$ cat config.mk
export PLATFORM = sky130hd
export DESIGN_NAME = serial_interface_control
export DESIGN_NICKNAME = d
export VERILOG_FILES = /design/src/serial_ctrl_pkg.sv /design/src/serial_interface_control.sv
export SDC_FILE = /design/constraint.sdc
export NUM_CORES = 1
export LEC_CHECK = 0
export ABC_CLOCK_PERIOD_IN_PS = 5210
export BUFFER_PORTS_ARGS = -buffer_cell sky130_fd_sc_hd__buf_2
export CAP_MARGIN = 20
export CORE_UTILIZATION = 53
export DETAILED_ROUTE_END_ITERATION = 8
export MAX_ROUTING_LAYER = met4
export PLACE_DENSITY = 0.76
export SLEW_MARGIN = 15
export SYNTH_ARGS = -nofsm -noshare
export SYNTH_HDL_FRONTEND = slang
export SYNTH_SLANG_ARGS = --single-unit
$ cat constraint.sdc
create_clock -name ref_clk_i -period 5.21 [get_ports ref_clk_i]
set_clock_uncertainty 0.2 [all_clocks]
set_input_delay 0 -clock ref_clk_i [delete_from_list [all_inputs] [get_ports ref_clk_i]]
set_output_delay 0 -clock ref_clk_i [all_outputs]
set_load 0.02 [all_outputs]
$ cat src/serial_ctrl_pkg.sv
// Register map, field layout and types of the serial interface control
package serial_ctrl_pkg;
   // ==========================================================
   // Register byte addresses
   localparam logic [23:0] ADDR_PRIO = 24'h00FF20;
   localparam logic [23:0] ADDR_IEN = 24'h00FF23;
   localparam logic [23:0] ADDR_IFLAG = 24'h00FF27;
   localparam logic [23:0] ADDR_CONFIG = 24'h00FF48;
   localparam logic [23:0] ADDR_CTRL = 24'h00FF49;
   localparam logic [23:0] ADDR_DATA = 24'h00FF4A;
   localparam logic [23:0] ADDR_FORMAT = 24'h00FF4B;
   // ==========================================================
   // Field positions
   localparam int PRIO_LO = 4;
   localparam int PRIO_HI = 5;
   localparam int B_TRANSMIT_ENABLE = 0;
   localparam int B_TRANSMIT_TRIGGER = 1;
   localparam int B_RECEIVE_ENABLE = 2;
   localparam int B_RECEIVE_TRIGGER = 3;
   localparam int B_OER = 4;
   localparam int B_PER = 5;
   localparam int B_FER = 6;
   localparam int F_TX = 0;
   localparam int F_RX = 1;
   localparam int F_ERR = 2;
   localparam int B_ORDER = 0;
   localparam int B_STOP = 1;
   // ==========================================================
   // Reset values
   localparam logic [7:0] RST_BYTE = 8'h00;
   localparam logic [2:0] RST_IRQ3 = 3'h0;
   localparam logic [1:0] RST_PRIO = 2'h0;
   // ==========================================================
   // Modes and clock sources
   typedef enum logic [1:0] {
      MODE_MASTER = 2'b00,
      MODE_SLAVE = 2'b01,
      MODE_ASYNC7 = 2'b10,
      MODE_ASYNC8 = 2'b11
   } xfer_mode_type;
   typedef enum logic [1:0] {
      SRC_DIV16 = 2'b00,
      SRC_DIV8 = 2'b01,
      SRC_DIV4 = 2'b10,
      SRC_TIMER = 2'b11
   } clk_src_type;
   // Configuration byte, bit 7 reads zero
   typedef struct packed {
      logic parity_enable;
      logic parity_sense;
      clk_src_type bit_clk_src;
      xfer_mode_type xfer_mode;
      logic serial_pin_select;
   } cfg_type;
endpackage : serial_ctrl_pkg

$ cat src/serial_interface_control.sv
// Serial interface control: registers, bit clock, shifters, pins
//
// Summary of operation
// - Pin select 1 gives four shared pins to serial in/out/clock/ready.
// - Mode field: 11 async 8, 10 async 7, 01 sync slave, 00 master.
// - Clock source: 11 timer, 10 osc/4, 01 osc/8, 00 osc/16.
// - Sync slave ignores clock source, shifts on external clock.
// - Bit order 1 sends MSB first, 0 LSB first.
// - Async stop length 1 gives two stop bits, 0 one.
// - Sync modes add no start or stop bits.
// - Parity enable appends parity on send and checks it on receive.
// - Parity only works in async modes.
// - Parity sense 1 odd, 0 even, only while parity enabled.
// - Transmit enable bit enables or disables the transmitter.
// - Transmit trigger write 1 starts sending; reads busy status.
// - Receive enable bit enables or disables the receiver.
// - Sync receive trigger starts reception; slave ready goes low.
// - Async receive trigger empties buffer; late trigger means overrun.
// - Receive trigger reads busy status; writing 0 does nothing.
// - Data write loads transmit buffer; async 7-bit ignores top bit.
// - Priority field sets serial interrupt level 0 to 3.
// - Three enable bits gate error, receive, transmit interrupts.
// - Three factor flags set on events, cleared by writing 1.
// - Transmit flag on send end, receive flag on buffer load without overrun.
// - Request needs enable and priority above the CPU mask.
// - Error flag set on parity, framing or overrun error.
`timescale 1ns/1ps
`default_nettype none
module serial_interface_control
   import serial_ctrl_pkg::*;
(
   input wire logic ref_clk_i,
   input wire logic sys_rst_i,
   input wire logic [23:0] addr_i,
   input wire logic [7:0] wr_data_i,
   input wire logic wr_i,
   input wire logic rd_i,
   output logic [7:0] rd_data_o,
   input wire logic timer_tick_i,
   input wire logic [1:0] cpu_mask_i,
   input wire logic [3:0] pin_in_i,
   input wire logic [3:0] gpio_out_i,
   input wire logic [3:0] gpio_oe_i,
   output logic [3:0] pin_out_o,
   output logic [3:0] pin_oe_o,
   output logic irq_req_o,
   output logic [1:0] irq_level_o
);
   // ==========================================================
   // Helpers
   function automatic logic hit(input logic [23:0] a,
                                input logic [23:0] b);
      return a == b;
   endfunction : hit

   // Mirror a byte; 7-bit frames mirror only the low seven
   function automatic logic [7:0] order(input logic [7:0] d,
                                        input logic seven,
                                        input logic msb);
      logic [7:0] r;
      r = d;
      if (msb) begin
         for (int i = 0; i < 8; i++) begin
            r[i] = d[7 - i];
         end
         if (seven) begin
            r = {1'b0, r[7:1]};
         end
      end
      if (seven) begin
         r[7] = 1'b0;
      end
      return r;
   endfunction : order

   // ==========================================================
   // State
   cfg_type cfg;
   logic [1:0] prio;
   logic [2:0] ien, iflag;
   logic transmit_enable, receive_enable, tx_busy, rx_busy, rx_full;
   logic overrun_flag, per, fer, bit_order, stop2;
   logic [7:0] rx_buf;
   logic [11:0] txsr, rxsr;
   logic [3:0] div_cnt, tx_cnt, rx_cnt, sync_cnt;
   logic tx_ph, rx_ph, rx_hunt, sclk_q, sclk_d, serial_out_pin;
   logic [3:0] pin_meta, pin_s;

   // ==========================================================
   // Address decode
   wire logic wr_prio = wr_i && hit(addr_i, ADDR_PRIO);
   wire logic wr_ien = wr_i && hit(addr_i, ADDR_IEN);
   wire logic wr_flag = wr_i && hit(addr_i, ADDR_IFLAG);
   wire logic wr_cfg = wr_i && hit(addr_i, ADDR_CONFIG);
   wire logic wr_ctl = wr_i && hit(addr_i, ADDR_CTRL);
   wire logic wr_dat = wr_i && hit(addr_i, ADDR_DATA);
   wire logic wr_fmt = wr_i && hit(addr_i, ADDR_FORMAT);

   // Mode decode
   wire logic is_async = cfg.xfer_mode[1];
   wire logic is_7 = cfg.xfer_mode == MODE_ASYNC7;
   wire logic slave = cfg.xfer_mode == MODE_SLAVE;
   wire logic par_on = is_async && cfg.parity_enable;
   wire logic [3:0] nd = is_7 ? 4'd7 : 4'd8;
   // Start, data, parity, stops: sync frames carry only the data bits
   wire logic [3:0] flen = 4'd2 + nd + {3'b0, par_on}
      + {3'b0, stop2};
   wire logic serial_in_pin = pin_s[0];

   // ==========================================================
   // Bit clock enable from the fast clock or the timer
   wire logic clk_en = (cfg.bit_clk_src == SRC_TIMER) ? timer_tick_i :
      (cfg.bit_clk_src == SRC_DIV4) ? &div_cnt[1:0] :
      (cfg.bit_clk_src == SRC_DIV8) ? &div_cnt[2:0] : &div_cnt;

   // Sync edges: master makes its own clock, slave follows the pin
   wire logic sync_go = !is_async && (tx_busy || rx_busy);
   wire logic m_step = sync_go && !slave && clk_en;
   wire logic shift_edge = slave ? sync_go && sclk_d && !pin_s[2]
      : m_step && sclk_q;
   wire logic sample_edge = slave ? sync_go && !sclk_d && pin_s[2]
      : m_step && !sclk_q;
   wire logic sync_done = sample_edge && sync_cnt == 4'd7;

   // ==========================================================
   // Transmit frame build
   // Data written to the buffer is latched at the write; the frame is built at the trigger
   logic [7:0] tx_hold;
   wire logic [7:0] tx_src = wr_dat ? wr_data_i : tx_hold;
   wire logic [7:0] tx_ord = order(tx_src, is_7, bit_order);
   wire logic tx_par = ^tx_ord[6:0] ^ (!is_7 && tx_ord[7])
      ^ cfg.parity_sense;
   logic [11:0] tx_frame;
   always_comb begin
      tx_frame = {3'b111, tx_ord | {is_7, 7'h00}, 1'b0};
      if (par_on) begin
         tx_frame[nd + 4'd1] = tx_par;
      end
   end
   wire logic tx_start = wr_ctl && wr_data_i[B_TRANSMIT_TRIGGER]
      && wr_data_i[B_TRANSMIT_ENABLE] && !tx_busy
      && (is_async || !rx_busy);
   wire logic tx_bit_en = is_async && tx_busy && clk_en && tx_ph;
   wire logic tx_done = tx_busy && (is_async ?
      tx_bit_en && tx_cnt == flen : sync_done);

   // ==========================================================
   // Receive path
   wire logic rx_start = wr_ctl && wr_data_i[B_RECEIVE_TRIGGER]
      && wr_data_i[B_RECEIVE_ENABLE] && !rx_busy
      && (is_async || !tx_busy);
   wire logic rx_arm = wr_ctl && wr_data_i[B_RECEIVE_TRIGGER]
      && wr_data_i[B_RECEIVE_ENABLE];
   wire logic rx_samp = is_async && rx_busy && !rx_hunt
      && clk_en && rx_ph;
   wire logic rx_shift = rx_samp || (!is_async && rx_busy
      && sample_edge);
   wire logic [11:0] rx_nsr = {serial_in_pin, rxsr[11:1]};
   wire logic [11:0] aligned = rx_nsr >> (4'd12 - flen);
   wire logic a_done = rx_samp && rx_cnt == flen - 4'd1;
   wire logic rx_done = rx_busy && (is_async ? a_done : sync_done);
   wire logic [7:0] rx_word = is_async ? aligned[8:1] : rx_nsr[11:4];
   wire logic [7:0] rx_data = order(rx_word, is_7, bit_order);
   wire logic rx_pbit = aligned[nd + 4'd1];
   wire logic per_ev = a_done && par_on && (rx_pbit
      != (^rx_data ^ cfg.parity_sense));
   wire logic fer_ev = a_done && (!rx_nsr[11]
      || (stop2 && !rx_nsr[10]));
   wire logic oer_ev = a_done && rx_full;
   wire logic [2:0] ev = {per_ev || fer_ev || oer_ev,
      rx_done && !oer_ev, tx_done};

   // ==========================================================
   // Register writes, configuration
   always_ff @(posedge ref_clk_i) begin
      if (sys_rst_i) begin
         cfg <= cfg_type'(RST_BYTE[6:0]);
         prio <= RST_PRIO;
         ien <= RST_IRQ3;
         bit_order <= 1'b0;
         stop2 <= 1'b0;
         transmit_enable <= 1'b0;
         receive_enable <= 1'b0;
      end else begin
         if (wr_cfg) cfg <= cfg_type'(wr_data_i[6:0]);
         if (wr_prio) prio <= wr_data_i[PRIO_HI:PRIO_LO];
         if (wr_ien) ien <= wr_data_i[2:0];
         if (wr_fmt) bit_order <= wr_data_i[B_ORDER];
         if (wr_fmt) stop2 <= wr_data_i[B_STOP];
         if (wr_ctl) transmit_enable <= wr_data_i[B_TRANSMIT_ENABLE];
         if (wr_ctl) receive_enable <= wr_data_i[B_RECEIVE_ENABLE];
      end
   end

   // Factor flags and receive errors: a set wins over a clear
   wire logic [2:0] fclr = wr_flag ? wr_data_i[2:0] : 3'b000;
   wire logic [2:0] eclr = wr_ctl ? wr_data_i[B_FER:B_OER] : 3'b000;
   always_ff @(posedge ref_clk_i) begin
      if (sys_rst_i) begin
         iflag <= RST_IRQ3;
         {fer, per, overrun_flag} <= RST_IRQ3;
      end else begin
         iflag <= (iflag & ~fclr) | ev;
         if (!receive_enable) {fer, per, overrun_flag} <= RST_IRQ3;
         else {fer, per, overrun_flag} <= ({fer, per, overrun_flag} & ~eclr)
            | {fer_ev, per_ev, oer_ev};
      end
   end

   // ==========================================================
   // Divider and pin synchronisers
   always_ff @(posedge ref_clk_i) begin
      if (sys_rst_i) begin
         div_cnt <= 4'h0;
         pin_meta <= 4'hF;
         pin_s <= 4'hF;
         sclk_d <= 1'b1;
      end else begin
         div_cnt <= div_cnt + 4'd1;
         pin_meta <= pin_in_i;
         pin_s <= pin_meta;
         sclk_d <= pin_s[2];
      end
   end

   // ==========================================================
   // Transmitter; a cleared enable aborts the frame
   always_ff @(posedge ref_clk_i) begin
      if (sys_rst_i) begin
         tx_busy <= 1'b0;
         tx_hold <= RST_BYTE;
         txsr <= 12'hFFF;
         tx_cnt <= 4'h0;
         tx_ph <= 1'b0;
         serial_out_pin <= 1'b1;
      end else begin
         if (wr_dat) tx_hold <= wr_data_i;
         if (tx_start) begin
            tx_busy <= 1'b1;
            txsr <= is_async ? tx_frame : {4'hF, tx_ord};
            tx_cnt <= 4'h0;
            tx_ph <= 1'b1;
         end else if (!transmit_enable || tx_done) begin
            tx_busy <= 1'b0;
            serial_out_pin <= 1'b1;
         end else if (tx_bit_en || (!is_async && tx_busy
                      && shift_edge)) begin
            serial_out_pin <= txsr[0];
            txsr <= {1'b1, txsr[11:1]};
            tx_cnt <= tx_cnt + 4'd1;
         end
         if (tx_busy && is_async && clk_en) tx_ph <= !tx_ph;
      end
   end

   // ==========================================================
   // Receiver; async keeps running, sync stops after one byte
   always_ff @(posedge ref_clk_i) begin
      if (sys_rst_i) begin
         rx_busy <= 1'b0;
         rx_full <= 1'b0;
         rx_hunt <= 1'b1;
         rx_ph <= 1'b0;
         rx_cnt <= 4'h0;
         rxsr <= 12'h000;
         rx_buf <= RST_BYTE;
      end else begin
         // The trigger may come in the same write that sets the enable
         if (rx_start) begin
            rx_busy <= 1'b1;
         end else if (!receive_enable || (!is_async && sync_done)) begin
            rx_busy <= 1'b0;
         end
         if (!receive_enable) rx_hunt <= 1'b1;
         rx_full <= receive_enable && ((rx_full && !rx_arm) || a_done);
         if (rx_shift) rxsr <= rx_nsr;
         if (rx_done) rx_buf <= rx_data;
         if (is_async && rx_busy && clk_en) begin
            if (rx_hunt) begin
               rx_hunt <= serial_in_pin;
               rx_ph <= 1'b1;
               rx_cnt <= 4'h0;
            end else begin
               rx_ph <= !rx_ph;
               if (rx_ph) begin
                  rx_hunt <= (rx_cnt == 4'h0 && serial_in_pin) || a_done;
                  rx_cnt <= rx_cnt + 4'd1;
               end
            end
         end
      end
   end

   // ==========================================================
   // Master clock and sync bit counter
   always_ff @(posedge ref_clk_i) begin
      if (sys_rst_i) begin
         sclk_q <= 1'b1;
         sync_cnt <= 4'h0;
      end else begin
         sclk_q <= m_step ? !sclk_q : (sync_go ? sclk_q : 1'b1);
         if (!sync_go) sync_cnt <= 4'h0;
         else if (sample_edge) sync_cnt <= sync_cnt + 4'd1;
      end
   end

   // ==========================================================
   // Pin ownership; ready held low while a slave transfer is armed
   wire logic rdy = !(slave && (rx_busy || tx_busy));
   wire logic own = cfg.serial_pin_select;
   wire logic [3:0] ser_oe = {slave, !is_async && !slave, 2'b10};
   wire logic [3:0] ser_out = {rdy, sclk_q, serial_out_pin, 1'b1};
   wire logic [3:0] next_pin_out = own ? ser_out : gpio_out_i;
   wire logic [3:0] next_pin_oe = own ? ser_oe : gpio_oe_i;

   // Read mux; unmapped addresses read zero
   wire logic [7:0] next_rd =
      hit(addr_i, ADDR_PRIO) ? {2'b0, prio, 4'h0} :
      hit(addr_i, ADDR_IEN) ? {5'h00, ien} :
      hit(addr_i, ADDR_IFLAG) ? {5'h00, iflag} :
      hit(addr_i, ADDR_CONFIG) ? {1'b0, cfg} :
      hit(addr_i, ADDR_CTRL) ? {1'b0, fer, per, overrun_flag, rx_busy, receive_enable,
                                tx_busy, transmit_enable} :
      hit(addr_i, ADDR_DATA) ? rx_buf :
      hit(addr_i, ADDR_FORMAT) ? {6'h00, stop2, bit_order} : 8'h00;
   wire logic next_irq = |(iflag & ien) && prio > cpu_mask_i;

   // Outputs from flip-flops
   always_ff @(posedge ref_clk_i) begin
      if (sys_rst_i) begin
         rd_data_o <= 8'h00;
         pin_out_o <= 4'h0;
         pin_oe_o <= 4'h0;
         irq_req_o <= 1'b0;
      end else begin
         rd_data_o <= rd_i ? next_rd : 8'h00;
         pin_out_o <= next_pin_out;
         pin_oe_o <= next_pin_oe;
         irq_req_o <= next_irq;
      end
   end
   assign irq_level_o = prio;

   // ==========================================================
   // Checks
   a_flag_set_wins: assert property (@(posedge ref_clk_i)
      disable iff (sys_rst_i) tx_done |=> iflag[F_TX])
      else $error("transmit flag lost");
   a_overrun_noflag: assert property (@(posedge ref_clk_i)
      disable iff (sys_rst_i) oer_ev && !iflag[F_RX]
      |=> iflag[F_ERR] && !iflag[F_RX] && overrun_flag)
      else $error("overrun handling wrong");
   a_irq_gate: assert property (@(posedge ref_clk_i)
      disable iff (sys_rst_i) irq_req_o
      |-> $past(|(iflag & ien)) && $past(prio) > $past(cpu_mask_i))
      else $error("interrupt without cause");
   a_ready_low: assert property (@(posedge ref_clk_i)
      disable iff (sys_rst_i) rx_start && slave && own
      && !wr_cfg |-> ##2 !pin_out_o[3])
      else $error("ready not low after trigger");
   a_pins_released: assert property (@(posedge ref_clk_i)
      disable iff (sys_rst_i) !own |=> pin_oe_o == $past(gpio_oe_i))
      else $error("pins not returned to port");
   a_rx_errs_off: assert property (@(posedge ref_clk_i)
      disable iff (sys_rst_i) !receive_enable |=> !overrun_flag && !per && !fer)
      else $error("errors held while receiver off");
   a_sync_no_par: assert property (@(posedge ref_clk_i)
      disable iff (sys_rst_i) !is_async && !$past(is_async)
      |-> !$rose(per))
      else $error("parity error in sync mode");
   a_seven_top: assert property (@(posedge ref_clk_i)
      disable iff (sys_rst_i) rx_done && is_7 |=> !rx_buf[7])
      else $error("top bit set in 7-bit mode");
   a_slave_noclk: assert property (@(posedge ref_clk_i)
      disable iff (sys_rst_i) slave && own && !wr_cfg
      |=> ##1 !pin_oe_o[2])
      else $error("slave drives clock");
   a_tx_status: assert property (@(posedge ref_clk_i)
      disable iff (sys_rst_i) tx_start |=> tx_busy)
      else $error("transmit status not set");
endmodule : serial_interface_control
`default_nettype wire

# Word-level counts from Yosys, hierarchy flattened
# Cells that the tools add are included.
[totals]
regBits = 110
latch_bits = 0
mem_bits_rw = 0
romBits = 0
input_bits = 51
out_inout_bits = 19
wordCells = 256
memories = 0
[op_classes]
n_addsub = 10
mul = 0
n_div = 0
n_lt_le_gt_ge = 3
eq_ne = 18
shift = 1
n_mux = 54
n_bitwise = 16
n_reduce_logical = 112
[ops]
columns = ["op", "n"]
rows = [
  ["$eq A24 B16 Y1 const B", 7],
  ["$mux W12", 5],
  ["$logic_and A1 B1 Y1", 57],
  ["$mux W8", 7],
  ["$mux W1", 26],
  ["$add A4 B1 Y4 const B", 5],
  ["$mux W4", 5],
  ["$logic_not A1 Y1", 18],
  ["$mux W6", 3],
  ["$mux W7", 2],
  ["$bwmux W12", 1],
  ["$logic_or A1 B1 Y1", 12],
  ["$reduce_bool A2 Y1", 6],
  ["$shr A12 B4 Y12", 1],
  ["$reduce_and A2 Y1", 5],
  ["$reduce_or A2 Y1", 5],
  ["$and A3 B3 Y3", 3],
  ["$add A4 B1 Y4", 2],
  ["$eq A4 B4 Y1", 2],
  ["$or A8 B8 Y8", 1],
  ["$reduce_xor A8 Y1", 1],
  ["$reduce_or A7 Y1", 1],
  ["$reduce_xor A7 Y1", 1],
  ["$eq A2 B2 Y1 const B", 3],
  ["24 further kinds", 35],
]

# Depth between registers and ports, before layout
[depth]
word_depth = 18
ltp_mapped = 21
depth_no_buf = 14

# Least setup slack after synthesis
# No wires, ideal clock.
[synth_timing]
path_kind = "register to register"
startpoint = "register cfg[2] (netlist name)"
endpoint = "register per"
setup_time_ns = 0.074
arrival_time_ns = 4.590
required_ns = 4.936
slack_ns = 0.346
stages_incl_launch_ff = 19
n_path_buf = 5
synth_period_minus_slack_ns = 4.864
path_cell_list = "dfxtp_1 clkbuf_1 buf_1 clkbuf_1 buf_1 nand2_1 xnor2_1 ha_1 o21bai_1 ha_1 buf_2 mux4_2 mux2_2 a31oi_1 mux2i_1 xnor2_1 xnor2_1 xnor3_1 o21ai_0"
[synth_between]
elab_chain_cells = 16
elab_cells_between_ends = 28
classes_between = "add/sub (6); eq/ne (3); shift (1); mux (7); bitwise (2); reduce/logical (9)"
[synth_lines]
columns = ["item", "line", "source"]
rows = [
  ["start: declaration", "serial_interface_control.sv:78", "cfg_type cfg;"],
  ["start signal: assignment", "serial_interface_control.sv:177", "cfg <= cfg_type'(RST_BYTE[6:0]);"],
  ["start signal: assignment", "serial_interface_control.sv:185", "if (wr_cfg) cfg <= cfg_type'(wr_data_i[6:0]);"],
  ["$eq A2 B2 Y1", "serial_interface_control.sv:101", "wire logic is_7 = cfg.xfer_mode == MODE_ASYNC7;"],
  ["$mux W4", "serial_interface_control.sv:104", "wire logic [3:0] nd = is_7 ? 4'd7 : 4'd8;"],
  ["$add A2 B4 Y4", "serial_interface_control.sv:106", "wire logic [3:0] flen = 4'd2 + nd + {3'b0, par_on}"],
  ["$add A4 B1 Y4", "serial_interface_control.sv:106", ""],
  ["$add A4 B1 Y4", "serial_interface_control.sv:107", "+ {3'b0, stop2};"],
  ["$sub A4 B4 Y4", "serial_interface_control.sv:159", "wire logic [11:0] aligned = rx_nsr >> (4'd12 - flen);"],
  ["$shr A12 B4 Y12", "serial_interface_control.sv:159", ""],
  ["$mux W8", "serial_interface_control.sv:162", "wire logic [7:0] rx_word = is_async ? aligned[8:1] : rx_nsr[11:4];"],
  ["$mux W8", "serial_interface_control.sv:66", "if (seven) begin"],
  ["$mux W8", "serial_interface_control.sv:62", "if (msb) begin"],
  ["$mux W1", "serial_interface_control.sv:70", "if (seven) begin"],
  ["$reduce_xor A8 Y1", "serial_interface_control.sv:166", "!= (^rx_data ^ cfg.parity_sense));"],
  ["$xor A1 B1 Y1", "serial_interface_control.sv:166", ""],
  ["$ne A1 B1 Y1", "serial_interface_control.sv:166", ""],
  ["$logic_and A1 B1 Y1 (*)", "serial_interface_control.sv:165", "wire logic per_ev = a_done && par_on && (rx_pbit"],
  ["$or A3 B3 Y3 (*)", "serial_interface_control.sv:206", "| {fer_ev, per_ev, oer_ev};"],
  ["end signal: assignment", "serial_interface_control.sv:205", "else {fer, per, overrun_flag} <= ({fer, per, overrun_flag} & ~eclr)"],
  ["end: declaration", "serial_interface_control.sv:82", "logic overrun_flag, per, fer, bit_order, stop2;"],
]
# Every way passes the cells marked *; elsewhere a longest branch is shown, timed or not. The select of a mux whose other input is x is not followed.
# A chain may end at the register's enable or synchronous reset.

# Final worst setup path
[layout_timing]
startpoint = "register cfg[6] (netlist name)"
endpoint = "register per"
[layout_between]
elab_chain_cells = 14
elab_cells_between_ends = 20
classes_between = "add/sub (4); eq/ne (2); shift (1); mux (6); bitwise (2); reduce/logical (5)"
[layout_lines]
columns = ["item", "line", "source"]
rows = [
  ["$logic_and A1 B1 Y1 (*)", "serial_interface_control.sv:103", "wire logic par_on = is_async && cfg.parity_enable;"],
  ["$add A4 B1 Y4", "serial_interface_control.sv:106", ""],
  ["$add A4 B1 Y4", "serial_interface_control.sv:107", ""],
  ["$sub A4 B4 Y4", "serial_interface_control.sv:159", ""],
  ["$shr A12 B4 Y12", "serial_interface_control.sv:159", ""],
  ["$mux W8", "serial_interface_control.sv:162", ""],
  ["$mux W8", "serial_interface_control.sv:66", ""],
  ["$mux W8", "serial_interface_control.sv:62", ""],
  ["$mux W1", "serial_interface_control.sv:70", ""],
  ["$reduce_xor A8 Y1", "serial_interface_control.sv:166", ""],
  ["$xor A1 B1 Y1", "serial_interface_control.sv:166", ""],
  ["$ne A1 B1 Y1", "serial_interface_control.sv:166", ""],
  ["$logic_and A1 B1 Y1 (*)", "serial_interface_control.sv:165", ""],
  ["$or A3 B3 Y3 (*)", "serial_interface_control.sv:206", ""],
]
# Marked as above.

==> flow_summary.yaml <==
run_status:
  status: "completed"
power:
  p_leak_nw: 2.69
  vdd_ir_drop_max_mv: 0.199
  power-per-cell-area_nw_per_um2: 206
  totalPowerFinal_mw: 1.43
routing:
  drt.antenna.violating_nets: 0
  via_per_inst: 6.00
  finalWirelength_um: 16400
  dr.first_iter.drc_count: 495
  wire_per_inst_um: 17.5
  number_of_remaining_drc_errors: 0
  tritonroute_pass_1_iters: 5
  dr_total_vias: 5624
floorplan:
  floorplan.die_area_um2: 11600
  fp.coreArea_um2: 10900
  initial_utilization: 0.545
  die_height_um: 108
  chip_width_um: 108
  top_level_ports: 70
  floorplan.rows: 38
clock_tree:
  worstSkewPairLatency_ns: 0.38
  cts-resized-gates: 0
  cts_htree_levels: 3
  numClockSinks: 104
  cts_tree: "built"
  clock_buffer_depth: 2
  cts_root_buffer: "clkbuf_8"
  clkTransAtPathRegs_ns: 0.10
  cts_buffers: 9
critical_path:
  crit_required_ns: 5.32
  crit-reg2reg-capture: "per"
  r2r_start: "cfg[6]"
  worstSetupPathType: "register to register"
  worst_setup_path_start_kind: "register"
  end_kind: "register"
  rr_worst_depth: 14
  cp.arrival_ns: 4.71
  critical_path_fanouts_max: 14
  r2r_slack_ns: 0.61
synth:
  yosys_warnings: 0
  synthDominantAreaCellType: "dfxtp_1"
  cell_count_after_synthesis: 710
  synth_area_um2: 5940
  synth_sequential_area_ratio: 0.351
  synth.cells.most_frequent: "dfxtp_1, nor2_1, nand2_1"
  asyncSetResetFlopFracSynth: 0
  yosys.cell_types.count: 69
  synth_edf_count: 0
  synth.most_common_cell: "dfxtp_1"
  synth_top_flop_cell: "dfxtp_1"
  postSynthRegisterBits: 104
  postSynthNetCount: 771
  synth.area.top_cells: "dfxtp_1, mux2i_1, nor2_1"
  syn_avg_cell_area_um2: 8.36
  synth_top_cell_area_share: 0.351
sta:
  totalNegativeSetupSlack_ns: 0
  timing_worst_slew_pin_value_ns: 0.922
  slew-limit-headroom: 0.383
  hold_violations: 0
  maxClockFrequency_mhz: 218
  min_period_over_period: 0.882
  timing_max_transition_violations_final: 0
  finalWorstPathRequiredPeriod_ns: 4.60
  grt_setup_unrepaired: "false"
  setup_violations: 0
cells_and_area:
  drive_gt1_frac: 0.168
  final_cell_count_no_fill: 938
  post_route_design_area_um2: 6970
  fillCellCount: 909
  design.final.nets: 852
  layout-area-overhead-vs-synth_pct: 17.4
place:
  dp_hpwl_um: 11200
  port-buffer-count: 67
  dpl_cell_area_um2: 6340
  gp_congestion: 0.936
  placedCellCount: 879
min_path:
  worst_min_delay_path_endpoint: "bit_order"
  worst_hold_path_type: "input pin to register"
  hp-start: "addr_i[7]"
  whs_path_depth: 6
run:
  cap_violations: 0
global_route:
  grt_antenna_before_repair: 2
  wire_length_of_the_first_global_routing_pass_um: 26800
  number_of_global_route_vias_before_repair: 5470
  grt_start_max_net_pins: 49
  groute.usage.overall: 0.304
  grt_overflow_total: 0
[cells by family after synthesis]
logic type,Yosys count,synth area share
compound gates,144,0.157
xor+xnor,26,0.0453
fa+ha+maj,10,0.0211
buf+inv,66,0.0434
flops,104,0.351
mux,70,0.134
simple gates,290,0.249
[where the power goes]
part           switching [mW]  leakage [nW]  internal (mW)
registers             0.00365         0.842          0.801
clock network           0.276         0.109          0.262
logic                  0.0487          1.74         0.0434
[how the worst max path moves through the flow]
stage,cells past startpoint,start,slack (ns),endpoint
final,14,cfg[6],0.61,per
after floorplan,18,cfg[2],0.35,per
after global placement,14,cfg[6],0.86,per
after detailed placement,14,cfg[6],0.63,per
after global routing,14,cfg[2],0.20,per
after CTS,14,cfg[6],0.61,per
[per-layer routing]
metal  GRT usage  routed length, µm  vias up
met4       0.153                571        0
li1            -                  -     2716
met1       0.359               6970     2636
met2       0.491               7900      225
met3      0.0630                989       47
met5           -                  0        -
[registers in the layout, summed over array words and instances, names as in the netlist, 3 cells and up]
| name | cells |
|---|---|
| rd_data_o | 8 |
| rx_cnt | 4 |
| pin_oe_o | 4 |
| div_cnt | 4 |
| ien | 3 |
| rxsr | 10 |
| sync_cnt | 4 |
| iflag | 3 |
| txsr | 10 |
| cfg | 6 |
| tx_hold | 8 |
| tx_cnt | 4 |
| rx_buf | 8 |
| pin_out_o | 4 |
[cell usage in the layout, fill, tap and decap left out, types with 15 or more instances in the layout]
cell type / count
inv_1: 16
nand2_1: 62
o21ai_0: 21
nand3_1: 32
mux2i_1: 51
dfxtp_1: 104
nor2b_1: 16
dlygate4sd3_1: 41
nor3_1: 15
buf_2: 67
a21oi_1: 53
nor2_1: 86
[metrics by stage]
| stage | hold slack [ns] | setup slack, ns | utilization |
|---|---|---|---|
| 6_report | 0.0630 | 0.615 | 0.640 |
| 5_1_grt | 0.108 | 0.203 | 0.640 |
| 4_1_cts | 0.0206 | 0.612 | 0.640 |
| 3_5_place_dp | -0.00867 | 0.625 | 0.582 |
| 3_3_place_gp | -0.0142 | 0.865 | 0.582 |
| 2_1_floorplan | -0.0962 | 0.346 | - |
[layout make-up]
class                   count  area (µm²)  area share
multi-input cells         540        3600       0.517
flip-flops and latches    104        2080       0.299
repair buffers            119         828       0.119
well taps                 140         175      0.0251
clock buffers              12         165      0.0237
inverters                  17        63.8     0.00915
clock inverters             4        51.3     0.00736
diodes                      2        5.00    0.000718
[critical path, cell delays in order, from the launching register on]
cell and delay [ns]:
dfxtp_1 0.47, nand2_1 0.15, xnor2_1 0.16, ha_1 0.19
o21bai_1 0.15, ha_1 0.65, nor2_1 0.20, xnor2_1 0.60
mux2i_1 0.45, mux2i_1 0.14, o31ai_1 0.33, xnor2_1 0.18
xnor3_1 0.26, xnor3_1 0.22, o21ai_0 0.17
[timing repair]
item	CTS	global route
endpoints found under the hold margin	52	0
buffers inserted	0	0
hold buffers	41	0
setup endpoints to repair	0	0
No activity file was read; power rests on OpenSTA's default activity.
